**src/bst_pkg.sv**
```systemverilog
// Shared constants and types of the backscatter identification transmitter.
// Assumes one 200 MHz system clock and a synchronous active-high reset.
package bst_pkg;

    // Clock and bit rates
    localparam int SYS_CLK_HZ = 200_000_000;
    localparam int BIT_RATE_SLOW_BPS = 64_000;
    localparam int BIT_RATE_FAST_BPS = 256_000;
    localparam int QTR_PER_BIT = 4;
    localparam int DIV_W = 10;
    localparam logic [DIV_W-1:0] QTR_RELOAD_SLOW = DIV_W'(SYS_CLK_HZ / (QTR_PER_BIT * BIT_RATE_SLOW_BPS) - 1);
    localparam logic [DIV_W-1:0] QTR_RELOAD_FAST = DIV_W'(SYS_CLK_HZ / (QTR_PER_BIT * BIT_RATE_FAST_BPS) - 1);
    localparam logic [DIV_W-1:0] DIV_ZERO = 10'h000;
    localparam logic [DIV_W-1:0] DIV_ONE = 10'h001;

    // Quarter positions within a bit period
    localparam logic [1:0] QTR_ONE = 2'h0;
    localparam logic [1:0] QTR_ZERO = 2'h2;
    localparam logic [1:0] QTR_LAST = 2'h3;
    localparam logic [1:0] QTR_INC = 2'h1;

    // Frame layout: 8 zeros, 2 low periods, one, then 64 ID bits
    localparam logic [6:0] BIT_FIRST = 7'h00;
    localparam logic [6:0] BIT_INC = 7'h01;
    localparam logic [6:0] SYNC_LOW_FIRST = 7'h08;
    localparam logic [6:0] SYNC_ONE_IDX = 7'h0A;
    localparam logic [6:0] FRAME_LAST_IDX = 7'h4A;

    // ID field positions
    localparam int EXT_MSB = 63;
    localparam int MAKER_MSB = 61;
    localparam int MAKER_LSB = 54;
    localparam int SERIAL_MSB = 53;
    localparam int SERIAL_LSB = 16;
    localparam int CHK_MSB = 15;
    localparam int CHK_LSB = 0;
    localparam logic [1:0] EXT_VALUE = 2'h0;

    // Control field: bit 4 selects the fast rate, bits 1:0 the delay width
    localparam int CTRL_RATE_BIT = 4;
    localparam int CTRL_WSEL_MSB = 1;
    localparam int CTRL_WSEL_LSB = 0;
    localparam logic CFG_FAST_RST = 1'b0;
    localparam logic [1:0] CFG_WSEL_RST = 2'h3;

    // Delay comparison masks
    localparam logic [15:0] DLY_MASK_1K = 16'h03FF;
    localparam logic [15:0] DLY_MASK_4K = 16'h0FFF;
    localparam logic [15:0] DLY_MASK_16K = 16'h3FFF;
    localparam logic [15:0] DLY_MASK_64K = 16'hFFFF;
    localparam int INIT_SHIFT = 3;
    localparam logic [2:0] INIT_TX_COUNT = 3'h4;
    localparam logic [2:0] TXN_INC = 3'h1;
    localparam logic [15:0] DLY_ZERO = 16'h0000;
    localparam logic [15:0] DLY_INC = 16'h0001;

    // Pseudo-random generator: x^16 + x^14 + x^13 + x^11 + 1
    localparam logic [15:0] LFSR_TAPS = 16'hB400;
    localparam logic [15:0] LFSR_RST = 16'h0001;

    typedef enum logic [2:0] {
        ST_BOOT = 3'b001,
        ST_WAIT = 3'b010,
        ST_SEND = 3'b100
    } bst_state_t;

endpackage : bst_pkg

```
**src/bst_rng_if.sv**
```systemverilog
// Link between the transmitter sequencer and its pseudo-random generator.
// Assumes both ends share the system clock.
`timescale 1ns/1ps
`default_nettype none
interface bst_rng_if;
    logic seed_load;
    logic step;
    logic [15:0] seed;
    logic [15:0] value;
    modport gen (input seed_load, input step, input seed, output value);
    modport user (output seed_load, output step, output seed, input value);
endinterface : bst_rng_if
`default_nettype wire

```
**src/bst_prng.sv**
```systemverilog
// 16-bit maximal-length pseudo-random generator with seed load.
// Assumes the sequencer pulses seed_load once after reset, then step per message.
`timescale 1ns/1ps
`default_nettype none
module bst_prng
    import bst_pkg::*;
(
    input wire logic sys_clk,
    input wire logic rst,
    bst_rng_if.gen rng
);

    logic [15:0] lfsr_ff;
    logic [15:0] nxt_lfsr;

    always_comb begin
        nxt_lfsr = lfsr_ff;
        if (rng.seed_load) begin
            // A zero seed would lock the register, so it is replaced
            nxt_lfsr = (rng.seed == DLY_ZERO) ? LFSR_RST : rng.seed;
        end else if (rng.step) begin
            nxt_lfsr = {1'b0, lfsr_ff[15:1]} ^ (lfsr_ff[0] ? LFSR_TAPS : DLY_ZERO);
        end
    end

    always_ff @(posedge sys_clk) begin
        if (rst) begin
            lfsr_ff <= LFSR_RST;
        end else begin
            lfsr_ff <= nxt_lfsr;
        end
    end

    assign rng.value = lfsr_ff;

    ////////////////////////////////////////////////////////////////////////////
    property p_prng_nonzero;
        @(posedge sys_clk) disable iff (rst) lfsr_ff != DLY_ZERO;
    endproperty
    a_prng_nonzero: assert property (p_prng_nonzero) else $error("generator reached zero");

    property p_prng_moves;
        @(posedge sys_clk) disable iff (rst) (rng.step && !rng.seed_load) |=> lfsr_ff != $past(lfsr_ff);
    endproperty
    a_prng_moves: assert property (p_prng_moves) else $error("generator did not step");

    c_prng_step: cover property (@(posedge sys_clk) disable iff (rst) rng.step);

endmodule : bst_prng
`default_nettype wire

```
**src/bst_tx.sv**
```systemverilog
// Transmit logic of a passive read-only identification tag.
// Assumes the ID and control fields are static factory straps and rst is power-on reset.
`timescale 1ns/1ps
`default_nettype none
module bst_tx
    import bst_pkg::*;
(
    input wire logic sys_clk,
    input wire logic rst,
    input wire logic [63:0] id_code,
    input wire logic [4:0] control_code,
    output logic antenna_load_switch,
    output logic storage_isolation_switch,
    output logic tx_active
);

    ////////////////////////////////////////////////////////////////////////////
    // Generator link
    bst_rng_if rng ();

    bst_prng u_prng (
        .sys_clk(sys_clk),
        .rst(rst),
        .rng(rng)
    );

    ////////////////////////////////////////////////////////////////////////////
    // State
    bst_state_t st_ff;
    bst_state_t nxt_st;
    logic [15:0] dly_cnt_ff;
    logic [15:0] nxt_dly_cnt;
    logic [6:0] bit_idx_ff;
    logic [6:0] nxt_bit_idx;
    logic [2:0] txn_ff;
    logic [2:0] nxt_txn;
    logic cfg_fast_ff;
    logic nxt_cfg_fast;
    logic [1:0] cfg_wsel_ff;
    logic [1:0] nxt_cfg_wsel;
    logic tx_active_ff;
    logic nxt_tx_active;
    logic seed_load;
    logic rng_step;

    logic [DIV_W-1:0] div_ff;
    logic [DIV_W-1:0] nxt_div;
    logic [1:0] qtr_ff;
    logic [1:0] nxt_qtr;
    logic qtick;
    logic bit_tick;

    logic load_ff;
    logic nxt_load;
    logic iso_ff;
    logic nxt_iso;

    logic [15:0] base_mask;
    logic [15:0] eff_mask;
    logic cnt_hit;
    logic [63:0] id_tx;
    logic [6:0] id_pos;
    logic sym_one;
    logic sym_zero;
    logic mod_req;

    ////////////////////////////////////////////////////////////////////////////
    // Quarter-bit divider
    always_comb begin
        qtick = (div_ff == DIV_ZERO);
        bit_tick = qtick && (qtr_ff == QTR_LAST);
        nxt_div = div_ff - DIV_ONE;
        nxt_qtr = qtr_ff;
        if (qtick) begin
            nxt_div = cfg_fast_ff ? QTR_RELOAD_FAST : QTR_RELOAD_SLOW;
            nxt_qtr = qtr_ff + QTR_INC;
        end
    end

    always_ff @(posedge sys_clk) begin
        if (rst) begin
            div_ff <= DIV_ZERO;
            qtr_ff <= QTR_ONE;
        end else begin
            div_ff <= nxt_div;
            qtr_ff <= nxt_qtr;
        end
    end

    ////////////////////////////////////////////////////////////////////////////
    // Delay comparison width
    always_comb begin
        unique case (cfg_wsel_ff)
            2'h0: base_mask = DLY_MASK_1K;
            2'h1: base_mask = DLY_MASK_4K;
            2'h2: base_mask = DLY_MASK_16K;
            2'h3: base_mask = DLY_MASK_64K;
        endcase
        // Early transmissions wait at most an eighth of the full range
        eff_mask = (txn_ff != INIT_TX_COUNT) ? (base_mask >> INIT_SHIFT) : base_mask;
        cnt_hit = ((dly_cnt_ff & eff_mask) == (rng.value & eff_mask));
    end

    ////////////////////////////////////////////////////////////////////////////
    // Sequencer
    always_comb begin
        nxt_st = st_ff;
        nxt_dly_cnt = dly_cnt_ff;
        nxt_bit_idx = bit_idx_ff;
        nxt_txn = txn_ff;
        nxt_cfg_fast = cfg_fast_ff;
        nxt_cfg_wsel = cfg_wsel_ff;
        seed_load = 1'b0;
        rng_step = 1'b0;
        unique case (st_ff)
            ST_BOOT: begin
                seed_load = 1'b1;
                nxt_cfg_fast = control_code[CTRL_RATE_BIT];
                nxt_cfg_wsel = control_code[CTRL_WSEL_MSB:CTRL_WSEL_LSB];
                nxt_dly_cnt = DLY_ZERO;
                nxt_st = ST_WAIT;
            end
            ST_WAIT: begin
                if (bit_tick) begin
                    if (cnt_hit) begin
                        nxt_st = ST_SEND;
                        nxt_bit_idx = BIT_FIRST;
                        nxt_dly_cnt = DLY_ZERO;
                        rng_step = 1'b1;
                        if (txn_ff != INIT_TX_COUNT) begin
                            nxt_txn = txn_ff + TXN_INC;
                        end
                    end else begin
                        nxt_dly_cnt = dly_cnt_ff + DLY_INC;
                    end
                end
            end
            ST_SEND: begin
                if (bit_tick) begin
                    if (bit_idx_ff == FRAME_LAST_IDX) begin
                        nxt_st = ST_WAIT;
                    end else begin
                        nxt_bit_idx = bit_idx_ff + BIT_INC;
                    end
                end
            end
        endcase
        nxt_tx_active = (nxt_st == ST_SEND);
    end

    // Reset holds every register of the block, the switches included
    always_ff @(posedge sys_clk) begin
        if (rst) begin
            st_ff <= ST_BOOT;
            dly_cnt_ff <= DLY_ZERO;
            bit_idx_ff <= BIT_FIRST;
            txn_ff <= 3'h0;
            cfg_fast_ff <= CFG_FAST_RST;
            cfg_wsel_ff <= CFG_WSEL_RST;
            tx_active_ff <= 1'b0;
        end else begin
            st_ff <= nxt_st;
            dly_cnt_ff <= nxt_dly_cnt;
            bit_idx_ff <= nxt_bit_idx;
            txn_ff <= nxt_txn;
            cfg_fast_ff <= nxt_cfg_fast;
            cfg_wsel_ff <= nxt_cfg_wsel;
            tx_active_ff <= nxt_tx_active;
        end
    end

    assign rng.seed_load = seed_load;
    assign rng.step = rng_step;
    assign rng.seed = id_code[CHK_MSB:CHK_LSB];

    ////////////////////////////////////////////////////////////////////////////
    // Frame symbol and position encoding
    always_comb begin
        // Extension bits forced to 00; checksum goes out as stored
        id_tx = {EXT_VALUE, id_code[MAKER_MSB:MAKER_LSB], id_code[SERIAL_MSB:SERIAL_LSB],
                 id_code[CHK_MSB:CHK_LSB]};
        id_pos = FRAME_LAST_IDX - bit_idx_ff;
        sym_one = 1'b0;
        sym_zero = 1'b0;
        if (bit_idx_ff < SYNC_LOW_FIRST) begin
            sym_zero = 1'b1;
        end else if (bit_idx_ff == SYNC_ONE_IDX) begin
            sym_one = 1'b1;
        end else if (bit_idx_ff > SYNC_ONE_IDX) begin
            sym_one = id_tx[id_pos[5:0]];
            sym_zero = !id_tx[id_pos[5:0]];
        end
        mod_req = (st_ff == ST_SEND) &&
                  ((sym_one && qtr_ff == QTR_ONE) || (sym_zero && qtr_ff == QTR_ZERO));
    end

    ////////////////////////////////////////////////////////////////////////////
    // Switch drive, break-before-make
    always_comb begin
        nxt_load = mod_req && !iso_ff;
        nxt_iso = !mod_req && !load_ff;
    end

    always_ff @(posedge sys_clk) begin
        if (rst) begin
            load_ff <= 1'b0;
            iso_ff <= 1'b1;
        end else begin
            load_ff <= nxt_load;
            iso_ff <= nxt_iso;
        end
    end

    assign antenna_load_switch = load_ff;
    assign storage_isolation_switch = iso_ff;
    assign tx_active = tx_active_ff;

    ////////////////////////////////////////////////////////////////////////////
    // Checks
    property p_reset_switches;
        @(posedge sys_clk) rst |=> (!antenna_load_switch && storage_isolation_switch);
    endproperty
    a_reset_switches: assert property (p_reset_switches) else $error("switches wrong in reset");

    property p_never_both;
        @(posedge sys_clk) disable iff (rst) !(antenna_load_switch && storage_isolation_switch);
    endproperty
    a_never_both: assert property (p_never_both) else $error("both switches on");

    property p_make_after_break;
        @(posedge sys_clk) disable iff (rst)
            $rose(antenna_load_switch) |-> !storage_isolation_switch && !$past(storage_isolation_switch);
    endproperty
    a_make_after_break: assert property (p_make_after_break) else $error("load on without break");

    property p_restore_after_release;
        @(posedge sys_clk) disable iff (rst)
            $rose(storage_isolation_switch) |-> !antenna_load_switch && !$past(antenna_load_switch);
    endproperty
    a_restore_after_release: assert property (p_restore_after_release) else $error("isolation on too early");

    property p_load_only_in_frame;
        @(posedge sys_clk) disable iff (rst) antenna_load_switch |-> tx_active;
    endproperty
    a_load_only_in_frame: assert property (p_load_only_in_frame) else $error("load outside frame");

    property p_seed_loaded;
        @(posedge sys_clk) disable iff (rst)
            (st_ff == ST_BOOT && id_code[CHK_MSB:CHK_LSB] != DLY_ZERO) |=> rng.value == $past(id_code[CHK_MSB:CHK_LSB]);
    endproperty
    a_seed_loaded: assert property (p_seed_loaded) else $error("seed not loaded at boot");

    property p_count_step;
        @(posedge sys_clk) disable iff (rst)
            (st_ff == ST_WAIT && bit_tick && !cnt_hit) |=> dly_cnt_ff == $past(dly_cnt_ff) + DLY_INC;
    endproperty
    a_count_step: assert property (p_count_step) else $error("delay count did not advance");

    property p_match_starts_frame;
        @(posedge sys_clk) disable iff (rst)
            (st_ff == ST_WAIT && bit_tick && cnt_hit) |=> tx_active && dly_cnt_ff == DLY_ZERO && bit_idx_ff == BIT_FIRST;
    endproperty
    a_match_starts_frame: assert property (p_match_starts_frame) else $error("match did not start frame");

    property p_delay_in_range;
        @(posedge sys_clk) disable iff (rst) st_ff == ST_WAIT |-> (dly_cnt_ff & ~eff_mask) == DLY_ZERO;
    endproperty
    a_delay_in_range: assert property (p_delay_in_range) else $error("delay beyond range");

    property p_frame_length;
        @(posedge sys_clk) disable iff (rst) $fell(tx_active) |-> $past(bit_idx_ff) == FRAME_LAST_IDX;
    endproperty
    a_frame_length: assert property (p_frame_length) else $error("frame length wrong");

    property p_preamble_zero;
        @(posedge sys_clk) disable iff (rst)
            (st_ff == ST_SEND && bit_idx_ff < SYNC_LOW_FIRST) |-> mod_req == (qtr_ff == QTR_ZERO);
    endproperty
    a_preamble_zero: assert property (p_preamble_zero) else $error("preamble not zeros");

    property p_sync_low;
        @(posedge sys_clk) disable iff (rst)
            (st_ff == ST_SEND && bit_idx_ff >= SYNC_LOW_FIRST && bit_idx_ff < SYNC_ONE_IDX) |-> !mod_req;
    endproperty
    a_sync_low: assert property (p_sync_low) else $error("sync not low");

    property p_ext_first;
        @(posedge sys_clk) disable iff (rst)
            (st_ff == ST_SEND && bit_idx_ff > SYNC_ONE_IDX && bit_idx_ff < SYNC_ONE_IDX + 7'h03) |-> !sym_one;
    endproperty
    a_ext_first: assert property (p_ext_first) else $error("extension bits not zero");

    c_frame_start: cover property (@(posedge sys_clk) disable iff (rst) $rose(tx_active));
    c_load_pulse: cover property (@(posedge sys_clk) disable iff (rst) $rose(antenna_load_switch));
    c_full_range: cover property (@(posedge sys_clk) disable iff (rst) $rose(tx_active) && txn_ff == INIT_TX_COUNT);
    c_fast_rate: cover property (@(posedge sys_clk) disable iff (rst) tx_active && cfg_fast_ff);

endmodule : bst_tx
`default_nettype wire

```
**config.mk**
```make
export PLATFORM = sky130hd
export DESIGN_NAME = bst_tx
export DESIGN_NICKNAME = d
export VERILOG_FILES = /design/src/bst_pkg.sv /design/src/bst_rng_if.sv /design/src/bst_prng.sv /design/src/bst_tx.sv
export SDC_FILE = /design/constraint.sdc
export NUM_CORES = 1
export LEC_CHECK = 0
export ABC_CLOCK_PERIOD_IN_PS = 3100
export BUFFER_PORTS_ARGS = -buffer_cell sky130_fd_sc_hd__buf_2
export CAP_MARGIN = 30
export CORE_MARGIN = 3
export CORE_UTILIZATION = 51
export DETAILED_ROUTE_END_ITERATION = 8
export HOLD_SLACK_MARGIN = 0.1
export PLACE_DENSITY = 0.87
export SLEW_MARGIN = 15
export SYNTH_ARGS = -nofsm -noshare
export SYNTH_HDL_FRONTEND = slang
export SYNTH_SLANG_ARGS = --single-unit
export TNS_END_PERCENT = 100
```
**constraint.sdc**
```tcl
create_clock -name sys_clk -period 3.1 [get_ports sys_clk]
set_input_delay 0.62 -clock sys_clk [delete_from_list [all_inputs] [get_ports sys_clk]]
set_output_delay 0.62 -clock sys_clk [all_outputs]
set_load 0.02 [all_outputs]
```
==> impl_metrics.tcl <==
set metrics [dict create \
    ys_warn_count 0 \
    grt_pass1_vias 3452 \
    drc 0 \
    cp-end-kind "flip-flop" \
    setup_viol 0 \
    tns_ps 0 \
    numPortBuffers 69 \
    crit_arrival_ps 3110 \
    ys.flop_type "dfxtp_1" \
    final_common_cell "buf_2" \
    holdCritPathClass "reg -> reg" \
    htreeDepth 3 \
    die-area_sq_mm 0.008979 \
    seqCellArea_sq_mm 0.001261 \
    insertion_delay_ps 340 \
    muxShareOfSynthArea 0.1314 \
    hold_buffers 0 \
    root_buffer "clkbuf_8" \
    grt_pass1_wl_microns 15830 \
    dp_hpwl_microns 7290 \
    drt_iter0_drc 241 \
    multi_input_area_sq_mm 0.002560 \
    worstPathMaxFanout 16 \
    grt_max_degree 58 \
    avgRoutedWirePerCell_microns 16.18 \
    clkSinkCount 63 \
    post_cts_buffers 0 \
    status "finished clean" \
    netlist_area_sq_mm 0.004018 \
    die_y_microns 94.76 \
    core_sq_mm 0.007447 \
    final_cell_count_no_fill 610 \
    grt_usage 0.2198 \
    path_clk_slew_ps 70 \
    rsz0062_at_grt "no" \
    startpoint_type "flip-flop" \
    vias 3702 \
    async_flop_share 0 \
    antenna_found_initial 0 \
    die_x_microns 94.76 \
    post_dp_cell_area_sq_mm 0.004407 \
    power_density_mw_per_mm2 451.3 \
    tightest_slew_ps 575.2 \
    fin_crit_sh 0.9124 \
    cts_tree "yes" \
    timing.rr.start "bit_idx_ff[1]" \
    yosysUniqueCellTypes 62 \
    skew_ps 7.398 \
    avgViaCountPerCell 6.069 \
    synth_seq_area_share 0.3139 \
    synth-xor-area-share 0.1134 \
    placedCellCount 595 \
    routabilityCongestion 0.8238 \
    final_cell_mix "69 x buf_2, 63 x dfxtp_1, 31 x a21oi_1" \
    worstSetupStartpoint "bit_idx_ff[1]" \
    power_leakage_nw 1.788 \
    syn_nets 530 \
    synth_top_family_by_area "simple AND/OR/NAND/NOR gates" \
    synth_edf_count 0 \
    fillerInstances 587 \
    critPathKind "reg -> reg" \
    grt_overflow 0 \
    ys_ff_latch 63 \
    start_util 0.5395 \
    n_antenna_cell 0 \
    synthSimpleGateAreaFrac 0.2093 \
    min_period_ps 2828 \
    maxSlewViolCount 0 \
    first_pass_iters 5 \
    syn_area_per_cell_sq_um 8.928 \
    relSlewSlack 0.6157 \
    p_total_mw 2.072 \
    final_antenna_net_count 0 \
    cts_buffers 9 \
    synth_compound_area_frac 0.1545 \
    holdWs_ps 453.1 \
    area_growth_pct 14.26 \
    final_design_area_no_fill_sq_mm 0.004591 \
    cap_viol_max_count 0 \
    fmax_mhz 353.6 \
    hold_viol_final 0 \
    routed_wl_microns 9871 \
    worst_ep_required_time_ps 3380 \
    synthAdderAreaFrac 0.02803 \
    min_from "div_ff[0]" \
    syn_inst 450 \
    ir_drop_mv 0.2183 \
    drive_gt1_frac 0.2387 \
    nets 588 \
    num_rows 31 \
    clockBufferDepth 2 \
    io_pins 74 \
    ctsResizeCount 0 \
]
## area by class of cell
cell class / instances / area share
clock buffers: 13 / 0.03461
clock inverters: 1 / 0.001090
inverters: 13 / 0.01063
multi-input cells: 342 / 0.5576
flip-flops and latches: 63 / 0.2747
well taps: 99 / 0.02698
repair buffers: 79 / 0.09430
## power breakdown
part	internal (mW)	total, mW	switching, mW
Sequential	0.883	0.959	0.0761
Combinational	0.229	0.485	0.257
Clock	0.325	0.628	0.303
Total	1.44	2.07	0.636
## worst max-delay path: stages, from the launching register on
cell       delay [ps]
dfxtp_1           390
ha_1              290
xnor2_4           490
mux2_2            400
nor4_1            290
a2bb2oi_1         200
nand3_1           160
a2111oi_2         360
and3b_1           190
## stage by stage
stage / setup WS (ps) / util
3_5_place_dp: 252.7 / 0.5917
2_1_floorplan: 33.84 / -
3_3_place_gp: 319.1 / 0.5917
5_1_grt: 52.31 / 0.6164
6_report: 271.6 / 0.6164
4_1_cts: 252.4 / 0.6137
## per-layer routing
metal  GRT usage  vias up  wire length [microns]
met2      0.3799      177                   4658
li1            -     1756                      -
met1      0.2651     1738                   3999
met5           0        -                      0
met3     0.04940       31                    956
met4     0.08293        0                    257
## Yosys cell counts (8+ instances only)
| library cell | count | area (sq um) |
|---|---|---|
| dfxtp_1 | 63 | 1261 |
| a21oi_1 | 31 | 155.2 |
| nor2_1 | 31 | 116.4 |
| nor3_1 | 28 | 140.1 |
| xnor2_1 | 27 | 236.5 |
| nand2_1 | 21 | 78.83 |
| xor2_1 | 20 | 175.2 |
| clkbuf_1 | 19 | 71.32 |
| mux2i_1 | 19 | 190.2 |
| a211oi_1 | 15 | 112.6 |
| nand3_1 | 14 | 70.07 |
| inv_1 | 13 | 48.80 |
| mux4_2 | 11 | 247.7 |
| buf_2 | 9 | 45.04 |
| ha_1 | 9 | 112.6 |
| nor2b_1 | 9 | 56.30 |
| mux2_2 | 8 | 90.09 |
## sequential cells by signal, summed over array words and instances (netlist names)
signal                    count
tx_active                     1
bit_idx_ff                    7
storage_isolation_switch      1
dly_cnt_ff                   16
cfg_fast_ff                   1
antenna_load_switch           1
u_prng.rng.value             16
txn_ff                        3
st_ff                         3
qtr_ff                        2
cfg_wsel_ff                   2
div_ff                       10
## worst paths after layout
| kind | end | slack (ps) | cells after the start |
|---|---|---|---|
| setup / recovery | antenna_load_switch | 270 | 8 |
| setup reg to reg | antenna_load_switch | 270 | 8 |
| hold / removal | div_ff[0] | 450 | 1 |
| hold reg to reg | div_ff[0] | 450 | 1 |
## kinds of logic after synthesis
kind of cell | after synthesis
AOI/OAI and AO/OA | 92
xor gates and xnor gates | 49
adders and majority gates | 9
buffers and inverters | 45
DFF | 63
muxes | 38
and+or+nand+nor | 154
Power figures use the tool's default switching activity.
